**src/hdl/dag_cfg.svh**
```systemverilog
// Address map, opcode field positions and access bank split for the
// data address generator. Definitions only; included by bare name.
`ifndef DAG_CFG_SVH
`define DAG_CFG_SVH

// Opcode fields
`define DAG_FILE_HI      7
`define DAG_ACCESS_BIT   8
`define DAG_DEST_BIT     9
`define DAG_ADDR_HI      11
`define DAG_PAGE_LO      8

// Access bank: low part from page 0, upper part from the SFR page
`define DAG_ACCESS_SPLIT 8'h60
`define DAG_GPR_PAGE     4'h0
`define DAG_SFR_PAGE     4'hF

// Pointer register blocks: eight addresses each, aligned on 8
`define DAG_PTR_BASE0    12'hFE8
`define DAG_PTR_BASE1    12'hFE0
`define DAG_PTR_BASE2    12'hFD8
`define DAG_OFS_LOW      3'h1
`define DAG_OFS_HIGH     3'h2
`define DAG_OFS_PLUSW    3'h3
`define DAG_OFS_PREINC   3'h4
`define DAG_OFS_POSTDEC  3'h5
`define DAG_OFS_POSTINC  3'h6
`define DAG_OFS_PLAIN    3'h7

// Reset values
`define DAG_PTR_RESET    12'h000
`define DAG_BYTE_RESET   8'h00

`endif

```
**src/hdl/dag_pkg.sv**
```systemverilog
// Types shared by the data address generator, its checker and its bench.
// Assumes dag_cfg.svh for all numeric constants.
package dag_pkg;

    // Instruction class as presented by the core decoder
    typedef enum logic [3:0] {
        CLS_NONE      = 4'h0,
        CLS_INHERENT  = 4'h1,
        CLS_LITERAL   = 4'h2,
        CLS_BYTE_DEST = 4'h3,
        CLS_IMPL_REG  = 4'h4,
        CLS_IMPL_ACC  = 4'h5,
        CLS_FULL_MOVE = 4'h6,
        CLS_PROG_JUMP = 4'h7
    } instr_class_t;

    // Pointer action attached to a virtual operand
    typedef enum logic [2:0] {
        VOP_NONE    = 3'h0,
        VOP_PLAIN   = 3'h1,
        VOP_POSTDEC = 3'h2,
        VOP_POSTINC = 3'h3,
        VOP_PREINC  = 3'h4,
        VOP_PLUSW   = 3'h5
    } vop_t;

endpackage

```
**src/hdl/pointer_if.sv**
```systemverilog
// Carrier between the address generator and its pointer file.
// Assumes one clock; all signals are same-domain.
`timescale 1ns/10ps
interface pointer_if;
    logic [2:0]       adj_en;
    logic             adj_down;
    logic             wr_en;
    logic [11:0]      wr_addr;
    logic [7:0]       wr_data;
    logic [2:0][11:0] ptr;

    modport gen  (output adj_en, output adj_down, output wr_en, output wr_addr,
                  output wr_data, input ptr);
    modport file (input adj_en, input adj_down, input wr_en, input wr_addr,
                  input wr_data, output ptr);
endinterface

```
**src/hdl/data_address_generator.sv**
```systemverilog
// Operand address generator for the data memory of an 8-bit core.
// Assumes the decoder presents one instruction per valid cycle with its
// class, and that bank register, accumulator and config bit are stable.
//
// Functional notes
// - Byte and bit instructions take the low opcode byte as the file address.
// - With access bit one, the bank register is the top of a 12-bit address.
// - With access bit zero and no indexed offset, the file address maps onto the fixed access bank.
// - The full-address move takes both 12-bit addresses from its words, no bank.
// - Destination bit one sends the result back to the addressed register.
// - Destination bit zero sends the result to the accumulator only.
// - Instructions without a destination bit use a destination fixed by class.
// - Inherent instructions carry no operand and produce no data address.
// - Literal instructions take their operand value from the opcode.
// - Call and jump instructions carry a 20-bit program target.
// - Indexed literal offset is used only while the extended enable is one.
// - Pointer bytes sit in SFR space and are written by direct instructions.
// - Virtual operands access through a pointer with inc, dec or offset.
// - Each pointer is a byte pair whose high byte keeps only four bits.
// - A plain virtual operand uses the pointer as is, ignoring bank and a.
// - Post-dec, post-inc and pre-inc move the whole 12-bit pointer by one.
`timescale 1ns/10ps
`include "dag_cfg.svh"
module data_address_generator (
    // Clock and reset
    input  wire logic                  core_clk,
    input  wire logic                  rst_n,
    // Instruction from decoder
    input  wire logic                  instr_valid,
    input  wire dag_pkg::instr_class_t instr_class,
    input  wire logic [15:0]           opcode,
    input  wire logic [15:0]           opcode_second,
    // Core state
    input  wire logic [3:0]            bank_select_register,
    input  wire logic [7:0]            accumulator,
    input  wire logic                  extended_instruction_enable,
    // Register writes from the data path
    input  wire logic                  sfr_wr_en,
    input  wire logic [11:0]           sfr_wr_addr,
    input  wire logic [7:0]            sfr_wr_data,
    // Pointer read back
    input  wire logic [11:0]           sfr_rd_addr,
    output logic [7:0]                 sfr_rd_data,
    // Resolved operand
    output logic                       addr_valid,
    output logic [11:0]                data_addr,
    output logic                       indirect_used,
    output logic                       dest_to_register,
    output logic                       dest_to_accumulator,
    // Literal, inherent and program flow
    output logic                       inherent_valid,
    output logic                       literal_valid,
    output logic [7:0]                 literal_value,
    output logic                       jump_valid,
    output logic [19:0]                jump_target,
    // Full-address move
    output logic                       move_valid,
    output logic [11:0]                move_src_addr,
    output logic [11:0]                move_dst_addr
);

    // ************************************************************
    // Pointer file
    // ************************************************************
    pointer_if pif ();

    pointer_file u_pointer_file (
        .core_clk (core_clk),
        .rst_n    (rst_n),
        .pif      (pif)
    );

    localparam logic [2:0][11:0] BASE = {`DAG_PTR_BASE2, `DAG_PTR_BASE1,
                                         `DAG_PTR_BASE0};

    // ************************************************************
    // Direct address
    // ************************************************************
    logic [7:0]  file_addr;
    logic        access_bit;
    logic        is_file_op;
    logic        indexed;
    logic [11:0] direct_addr;

    assign file_addr  = opcode[`DAG_FILE_HI:0];
    assign access_bit = opcode[`DAG_ACCESS_BIT];
    assign is_file_op = instr_class == dag_pkg::CLS_BYTE_DEST ||
                        instr_class == dag_pkg::CLS_IMPL_REG  ||
                        instr_class == dag_pkg::CLS_IMPL_ACC;
    assign indexed    = extended_instruction_enable && !access_bit &&
                        file_addr < `DAG_ACCESS_SPLIT;

    always_comb begin
        if (access_bit) begin
            direct_addr = {bank_select_register, file_addr};
        end else if (indexed) begin
            direct_addr = pif.ptr[2] + {4'h0, file_addr};
        end else if (file_addr < `DAG_ACCESS_SPLIT) begin
            direct_addr = {`DAG_GPR_PAGE, file_addr};
        end else begin
            direct_addr = {`DAG_SFR_PAGE, file_addr};
        end
    end

    // ************************************************************
    // Virtual operand decode
    // ************************************************************
    logic [2:0]      hit;
    dag_pkg::vop_t   vop_of [3];

    for (genvar i = 0; i < 3; i++) begin : g_vop
        always_comb begin
            hit[i]    = direct_addr[11:3] == BASE[i][11:3] &&
                        direct_addr[2:0] >= `DAG_OFS_PLUSW;
            vop_of[i] = dag_pkg::VOP_NONE;
            unique case (direct_addr[2:0])
                `DAG_OFS_PLAIN:   vop_of[i] = dag_pkg::VOP_PLAIN;
                `DAG_OFS_POSTINC: vop_of[i] = dag_pkg::VOP_POSTINC;
                `DAG_OFS_POSTDEC: vop_of[i] = dag_pkg::VOP_POSTDEC;
                `DAG_OFS_PREINC:  vop_of[i] = dag_pkg::VOP_PREINC;
                `DAG_OFS_PLUSW:   vop_of[i] = dag_pkg::VOP_PLUSW;
                default:          vop_of[i] = dag_pkg::VOP_NONE;
            endcase
        end
    end

    // ************************************************************
    // Effective address and pointer action
    // ************************************************************
    logic [1:0]    sel;
    dag_pkg::vop_t vop;
    logic [11:0]   sel_ptr;
    logic [11:0]   eff_addr;
    logic          take;

    assign take = instr_valid && is_file_op;

    always_comb begin
        sel = 2'd0;
        if (hit[1]) begin
            sel = 2'd1;
        end else if (hit[2]) begin
            sel = 2'd2;
        end
    end

    assign vop     = (|hit) ? vop_of[sel] : dag_pkg::VOP_NONE;
    assign sel_ptr = pif.ptr[sel];

    // Bank register and access bit play no part once a pointer is used
    always_comb begin
        unique case (vop)
            dag_pkg::VOP_NONE:    eff_addr = direct_addr;
            dag_pkg::VOP_PREINC:  eff_addr = sel_ptr + 12'h001;
            dag_pkg::VOP_PLUSW:   eff_addr = sel_ptr + {{4{accumulator[7]}}, accumulator};
            default:              eff_addr = sel_ptr;
        endcase
    end

    always_comb begin
        pif.adj_en   = 3'b000;
        pif.adj_down = vop == dag_pkg::VOP_POSTDEC;
        if (take && (vop == dag_pkg::VOP_POSTINC || vop == dag_pkg::VOP_POSTDEC ||
                     vop == dag_pkg::VOP_PREINC)) begin
            pif.adj_en[sel] = 1'b1;
        end
    end

    assign pif.wr_en   = sfr_wr_en;
    assign pif.wr_addr = sfr_wr_addr;
    assign pif.wr_data = sfr_wr_data;

    // ************************************************************
    // Output registers
    // ************************************************************
    logic        next_addr_valid;
    logic        next_dest_reg;
    logic        next_dest_acc;
    logic [7:0]  next_rd_data;

    always_comb begin
        next_addr_valid = take;
        next_dest_reg   = 1'b0;
        next_dest_acc   = 1'b0;
        if (take) begin
            unique case (instr_class)
                dag_pkg::CLS_BYTE_DEST: begin
                    next_dest_reg = opcode[`DAG_DEST_BIT];
                    next_dest_acc = !opcode[`DAG_DEST_BIT];
                end
                dag_pkg::CLS_IMPL_REG:  next_dest_reg = 1'b1;
                default:                next_dest_acc = 1'b1;
            endcase
        end
        next_rd_data = `DAG_BYTE_RESET;
        for (int i = 0; i < 3; i++) begin
            if (sfr_rd_addr == (BASE[i] | 12'(`DAG_OFS_LOW))) begin
                next_rd_data = pif.ptr[i][7:0];
            end
            if (sfr_rd_addr == (BASE[i] | 12'(`DAG_OFS_HIGH))) begin
                next_rd_data = {4'h0, pif.ptr[i][11:8]};
            end
        end
    end

    always_ff @(posedge core_clk) begin
        if (!rst_n) begin
            addr_valid          <= 1'b0;
            data_addr           <= `DAG_PTR_RESET;
            indirect_used       <= 1'b0;
            dest_to_register    <= 1'b0;
            dest_to_accumulator <= 1'b0;
            inherent_valid      <= 1'b0;
            literal_valid       <= 1'b0;
            literal_value       <= `DAG_BYTE_RESET;
            jump_valid          <= 1'b0;
            jump_target         <= 20'h00000;
            move_valid          <= 1'b0;
            move_src_addr       <= `DAG_PTR_RESET;
            move_dst_addr       <= `DAG_PTR_RESET;
            sfr_rd_data         <= `DAG_BYTE_RESET;
        end else begin
            addr_valid          <= next_addr_valid;
            dest_to_register    <= next_dest_reg;
            dest_to_accumulator <= next_dest_acc;
            sfr_rd_data         <= next_rd_data;
            inherent_valid      <= instr_valid &&
                                   instr_class == dag_pkg::CLS_INHERENT;
            literal_valid       <= instr_valid && instr_class == dag_pkg::CLS_LITERAL;
            jump_valid          <= instr_valid && instr_class == dag_pkg::CLS_PROG_JUMP;
            move_valid          <= instr_valid && instr_class == dag_pkg::CLS_FULL_MOVE;
            if (take) begin
                data_addr     <= eff_addr;
                indirect_used <= vop != dag_pkg::VOP_NONE;
            end
            if (instr_valid && instr_class == dag_pkg::CLS_LITERAL) begin
                literal_value <= opcode[`DAG_FILE_HI:0];
            end
            if (instr_valid && instr_class == dag_pkg::CLS_PROG_JUMP) begin
                jump_target <= {opcode_second[`DAG_ADDR_HI:0],
                                opcode[`DAG_FILE_HI:0]};
            end
            if (instr_valid && instr_class == dag_pkg::CLS_FULL_MOVE) begin
                move_src_addr <= opcode[`DAG_ADDR_HI:0];
                move_dst_addr <= opcode_second[`DAG_ADDR_HI:0];
            end
        end
    end

endmodule

```
**src/hdl/pointer_file.sv**
```systemverilog
// Three 12-bit indirect pointers, each a low/high byte pair.
// Assumes the generator never requests an adjust together with a
// register write to the same pointer unless the write should win.
`timescale 1ns/10ps
`include "dag_cfg.svh"
module pointer_file (
    // Clock and reset
    input wire logic core_clk,
    input wire logic rst_n,
    // Generator side
    pointer_if.file  pif
);

    localparam logic [2:0][11:0] BASE = {`DAG_PTR_BASE2, `DAG_PTR_BASE1,
                                         `DAG_PTR_BASE0};

    for (genvar i = 0; i < 3; i++) begin : g_ptr
        logic [11:0] ptr;
        logic [11:0] next_ptr;

        // A byte write beats the adjust, so writing a pointer through its
        // own virtual operand stores the value unadjusted.
        always_comb begin
            next_ptr = ptr;
            if (pif.wr_en && pif.wr_addr == (BASE[i] | 12'(`DAG_OFS_LOW))) begin
                next_ptr = {ptr[11:8], pif.wr_data};
            end else if (pif.wr_en && pif.wr_addr == (BASE[i] | 12'(`DAG_OFS_HIGH))) begin
                next_ptr = {pif.wr_data[3:0], ptr[7:0]};
            end else if (pif.adj_en[i]) begin
                // Full 12-bit carry between bytes; no flags touched
                next_ptr = pif.adj_down ? ptr - 12'h001 : ptr + 12'h001;
            end
        end

        always_ff @(posedge core_clk) begin
            if (!rst_n) begin
                ptr <= `DAG_PTR_RESET;
            end else begin
                ptr <= next_ptr;
            end
        end

        assign pif.ptr[i] = ptr;
    end

endmodule

```
**config.mk**
```make
export PLATFORM = sky130hd
export DESIGN_NAME = data_address_generator
export DESIGN_NICKNAME = d
export VERILOG_FILES = /design/src/hdl/dag_pkg.sv /design/src/hdl/pointer_if.sv /design/src/hdl/data_address_generator.sv /design/src/hdl/pointer_file.sv
export VERILOG_INCLUDE_DIRS = /design/src /design/src/hdl
export SDC_FILE = /design/constraint.sdc
export NUM_CORES = 1
export LEC_CHECK = 0
export BUFFER_PORTS_ARGS = -buffer_cell sky130_fd_sc_hd__clkbuf_2
export CORE_ASPECT_RATIO = 0.5
export CORE_UTILIZATION = 50
export CTS_CLUSTER_DIAMETER = 150
export DETAILED_ROUTE_END_ITERATION = 8
export PLACE_DENSITY = 0.83
export SLEW_MARGIN = 15
export SYNTH_ARGS = -nofsm -noshare
export SYNTH_HDL_FRONTEND = slang
export SYNTH_SLANG_ARGS = --single-unit
```
**constraint.sdc**
```tcl
create_clock -name core_clk -period 8.23 [get_ports core_clk]
set_clock_uncertainty 0.2 [all_clocks]
set_input_delay 0.823 -clock core_clk [delete_from_list [all_inputs] [get_ports core_clk]]
set_output_delay 0.823 -clock core_clk [all_outputs]
set_load 0.1 [all_outputs]
```
==> flow_summary.ini, run 1 <==
[global_route]
met2_usage = 0.501
grt_pass1_vias = 7716
grt_pass1_wl_mm = 39.3
gr-usage-met3 = 0.0732
grt_usage = 0.313
gr-max-usage-layer = met2
antenna_found_initial = 0
grt_use_met1 = 0.412
grt_max_degree = 65
grt-ovfl-total = 0

[synthesis]
muxShareOfSynthArea = 0.0389
synthArstFlopShare = 0
syn_nets = 1122
synth_top_family_by_area = compound AO/OA/AOI/OAI gates
yosys.area.top_type = dfxtp_1
avgSynthCellArea_um2 = 7.86
synth_seq_area_share = 0.301
synth_compound_area_frac = 0.284
synth-main-ff-cell = dfxtp_1
ys_top_cells_by_area = dfxtp_1 (30%), ha_1 (7.9%), nand2_1 (7.9%)
syn_inst = 983
synth_edf_count = 0
synth_top_cell_area_share = 0.301
synth_seq_cells = 116
yosys.area_share.simple = 0.203
synth_xor_xnor_area_share = 0.0442
synth.distinct_cells = 74
synthesis.area_um2 = 7730
yosys.area_share.adder = 0.0923
ys_warn_count = 0

[clock_network]
h-tree-depth = 4
cts.reportedPaths.clkPinSlew_ps = 60
clock_latency_ps = 410
hold_buffers = 0
cts_tree = done
numCtsBuffers = 17
clock_sinks = 116
clk_path_buf_depth = 2
postCtsSetupBuffers = 0
root_buffer = clkbuf_16
ctsResizeCount = 0

[status]
outcome = complete, no violations

[run]
drv_cap = 0

[routing]
postRouteAntennaNets = 0
wl_mm = 25.3
drc_errors = 0
wl_per_cell_um = 19.0
drt_iter0_markers = 860
via_count = 8335
vias_per_cell = 6.25
first_pass_iters = 8

[pwr]
power_density_nw_per_um2 = 158
ir_drop_v = 0.000144
leakage_nw = 4.15

[die]
rows = 31
initial_utilization = 0.523
die_w_um = 178
die_height_um = 89.9
die_area_um2 = 16000
coreArea_um2 = 14800
io-pin-count = 165

[placed_design]
dp.final_hpwl_mm = 18.7
place_congestion = 0.955
port_buffers = 156

[worst_setup_path]
worstPathArrival_ps = 6800
required_ps = 8380
crit_type = in -> reg
cp-end-kind = register
start_kind = input pin
worstPathMaxFanout = 33

[worst_hold_path]
min_path_type = reg -> reg

[timing]
hold_viol_final = 0
period_share = 0.809
finalCriticalPeriod_ps = 6660
holdWs_ps = 256
maxSlewViolCount = 0
rsz0062_at_grt = false
worstMarginPinSlew_ps = 1200
slew_headroom = 0.190
tns_ps = 0
setup_viol = 0
timing.fmax_mhz = 150

[final_layout]
fin_nets = 1262
final_cell_mix = nand2_1 (162), clkbuf_2 (156), a21oi_1 (121)
antenna_cells = 0
syn2layout_area_growth_pct = 19.5
final_common_cell = nand2_1
drive_gt1_frac = 0.194
[Yosys cell counts, types with 10 or more instances]
master and n:
nand2_1 162, a21oi_1 121, dfxtp_1 116, o21ai_0 68
ha_1 49, nor2_1 41, clkbuf_1 34, mux2i_1 30
inv_1 26, xnor2_1 26, a21o_1 19, nand3_1 19
a31oi_1 16, o22ai_1 16, nand2b_1 13, xor2_1 13
a22oi_1 12, and2_1 11, o21bai_1 11, a211oi_1 10
o21a_1 10
[critical path, cell delays in order]
cell and delay [ps]:
clkbuf_2 170, ha_1 280, fa_1 450, a211oi_1 360, nor2_1 120, o41ai_1 470
o311ai_1 180, buf_4 210, nand2_1 190, nand3_1 150, nor3_2 200, buf_4 410
ha_1 310, a21o_1 170, a21o_1 190, a21o_1 200, a31o_2 260, a2111oi_1 590
o21bai_1 120, a21oi_1 280, nor4_1 90, or4b_1 490, nand3b_1 90
[flip-flops by register name (all words and copies together) (netlist names)]
register,flops
dest_to_accumulator,1
move_dst_addr,12
data_addr,12
jump_target,20
move_src_addr,12
sfr_rd_data,8
jump_valid,1
indirect_used,1
literal_value,8
move_valid,1
dest_to_register,1
literal_valid,1
addr_valid,1
u_pointer_file.g_ptr.ptr,36
inherent_valid,1
[cells by family (layout without fill, tap and decap cells)]
group	after synthesis	count (layout)
compound gates	346	346
simple gates	325	325
flops	116	116
buf+inv	73	226
fa+ha+maj	54	54
xor+xnor	39	39
mux	30	30
[per-stage QoR]
stage                     utilization  setup slack (ps)  std cells  instance area (um^2)  power [mW]
after floorplan                     -               187        983                  7730       0.689
after global placement          0.586              1490       1302                  8660       0.740
final                           0.625              1570       1334                  9230        1.46
after global routing            0.625              1360       1334                  9230        1.50
after detailed placement        0.586              1320       1302                  8660       0.743
after CTS                       0.625              1690       1334                  9230        1.46
[power by group]
group	total (mW)	internal (mW)	leakage (nW)	switching (mW)
combinational	0.163	0.0413	2.95	0.122
sequential	0.572	0.568	0.936	0.00359
clock	0.722	0.444	0.265	0.278
total	1.46	1.05	4.15	0.403
[layer usage]
metal	vias up	routed length, um	share of wire
met5	-	0	0
met4	0	735	0.029
met3	80	2830	0.11
met2	483	11300	0.44
met1	3891	10500	0.41
li1	3881	-	-
[final cells by class]
class,instances,area (um^2)
Sequential cell,116,2320
Clock buffer,19,433
Tap cell,198,248
Timing Repair Buffer,168,871
Clock inverter,13,135
Fill cell,1278,5550
Inverter,26,97.6
Multi-Input combinational cell,794,5130
[path summary, 6_finish.rpt]
kind	startpoint	to	slack, ps	cells past startpoint
worst max register to register	u_pointer_file.g_ptr[2].ptr[0]$_SDFFE_PN0P_	u_pointer_file.g_ptr[1].ptr[11]$_SDFFE_PN0P_	1770	22
worst max-delay path	opcode[0]	u_pointer_file.g_ptr[1].ptr[11]$_SDFFE_PN0P_	1570	23
worst min-delay path	jump_target[16]$_SDFFE_PN0P_	jump_target[16]$_SDFFE_PN0P_	260	2
worst min register to register	jump_target[16]$_SDFFE_PN0P_	jump_target[16]$_SDFFE_PN0P_	260	2
(Power assumes the default switching activity.)
==> inputs of run 2 (changes only) <==
- CORE_UTILIZATION: 50 -> 55
- PLACE_DENSITY: 0.83 -> 0.86
- clock period: 8.23 -> 6.9 ns (I/O delays scaled with it)
==> run 2 against run 1 <==
Against the previous run: first-iteration DRC count rose by 23%; sequential cell count did not move; highest routed layer unchanged; sequential power rose by 19%; register-to-register slack got worse by 1000 ps; final area rose by 0.23%; via count barely moved; die area fell by 8.9%; combinational power rose by 18%.
==> flow_summary.ini, run 2 (same netlist as run 1, synthesis figures left out) <==
[status]
outcome = complete, no violations

[clock_network]
root_buffer = clkbuf_16
numCtsBuffers = 17
cts_tree = done
clk_path_buf_depth = 2
postCtsSetupBuffers = 0
h-tree-depth = 4
hold_buffers = 0
clock_sinks = 116
ctsResizeCount = 0
clock_latency_ps = 420
cts.reportedPaths.clkPinSlew_ps = 60

[timing]
slew_headroom = 0.215
finalCriticalPeriod_ps = 6200
tns_ps = 0
setup_viol = 0
rsz0062_at_grt = false
hold_viol_final = 0
timing.fmax_mhz = 161
worstMarginPinSlew_ps = 1170
maxSlewViolCount = 0
period_share = 0.898

[worst_setup_path]
cp-end-kind = register
start_kind = input pin
worstReg2RegStart = u_pointer_file.g_ptr[2].ptr[0]$_SDFFE_PN0P_
critPathLaunch = opcode[0]
worstPathArrival_ps = 6360
required_ps = 7060
crit_type = in -> reg
worstPathMaxFanout = 32

[final_layout]
syn2layout_area_growth_pct = 19.8
final_cell_mix = nand2_1 (162), clkbuf_2 (156), a21oi_1 (121)
fin_nets = 1260
final_common_cell = nand2_1
drive_gt1_frac = 0.194
largest_reg_flops = 36
antenna_cells = 0
top_register = u_pointer_file.g_ptr.ptr
top_regs = u_pointer_file.g_ptr.ptr: 36 flops, jump_target: 20 flops

[die]
die_w_um = 170
coreArea_um2 = 13600
io-pin-count = 165
die_area_um2 = 14600
die_height_um = 85.8
initial_utilization = 0.567
rows = 30

[run]
drv_cap = 0

[worst_hold_path]
hold_start = jump_target[4]$_SDFFE_PN0P_
min_path_type = reg -> reg

[routing]
via_count = 8330
first_pass_iters = 8
wl_per_cell_um = 18.8
drc_errors = 0
wl_mm = 24.9
drt_iter0_markers = 1062
vias_per_cell = 6.28
postRouteAntennaNets = 0

[placed_design]
place_congestion = 0.972
port_buffers = 156
dp.final_hpwl_mm = 18.0

[global_route]
antenna_found_initial = 0
grt-ovfl-total = 0
grt_max_degree = 57
grt_usage = 0.335
grt_pass1_vias = 7514
grt_pass1_wl_mm = 38.0

[pwr]
power_density_nw_per_um2 = 191
p_total_mw = 1.77
leakage_nw = 4.17
ir_drop_v = 0.000176
-- run 2: layout make-up --
| class | instances | area (um^2) |
|---|---|---|
| inverter | 26 | 97.6 |
| timing repair buffer | 166 | 868 |
| sequential | 116 | 2320 |
| clock buffer | 18 | 439 |
| tap | 192 | 240 |
| fill | 1147 | 4370 |
| multi-input combinational | 794 | 5130 |
| clock inverter | 14 | 154 |
-- run 2: metrics by stage --
stage	hold slack, ps	std cells	cell area, um^2	utilization	setup WS (ps)
floorplan	320	983	7740	-	358
global placement	241	1294	8660	0.636	660
detailed placement	247	1294	8660	0.636	501
CTS	255	1326	9250	0.679	873
global route	271	1326	9250	0.679	478
finish	253	1326	9250	0.679	702
-- run 2: path summary, 6_finish.rpt --
| path | cells after the start | endpoint | slack (ps) |
|---|---|---|---|
| max | 21 | u_pointer_file.g_ptr[1].ptr[11]$_SDFFE_PN0P_ | 700 |
| min | 2 | jump_target[4]$_SDFFE_PN0P_ | 250 |
| max reg2reg | 20 | u_pointer_file.g_ptr[1].ptr[11]$_SDFFE_PN0P_ | 770 |
| min reg2reg | 2 | jump_target[4]$_SDFFE_PN0P_ | 250 |
-- run 2: power by group --
part	internal, mW	total [mW]	switching (mW)
Combinational	0.0492	0.193	0.144
Clock	0.545	0.896	0.351
Sequential	0.678	0.682	0.00440
Total	1.27	1.77	0.500
-- run 2: layer usage --
layer / share of wire / global-route usage / vias to the layer above
li1: - / - / 3877
met5: 0 / 0 / -
met1: 0.41 / 0.429 / 3880
met2: 0.45 / 0.548 / 484
met4: 0.026 / 0.110 / 0
met3: 0.11 / 0.0909 / 89
-- run 2: worst max-delay path, cell delays in order --
cell and delay [ps]:
clkbuf_2 170, ha_1 290, fa_1 430, a211oi_1 340, nor2_1 120, o41ai_1 490, o311ai_1 210, nand2_1 220
nand3_1 180, nor3_4 330, buf_12 250, ha_1 290, a21o_1 190, a21o_1 190, a31o_2 260, a2111oi_1 620
o21bai_1 120, a21oi_1 270, nor4_1 110, or4b_1 490, nand3b_1 90
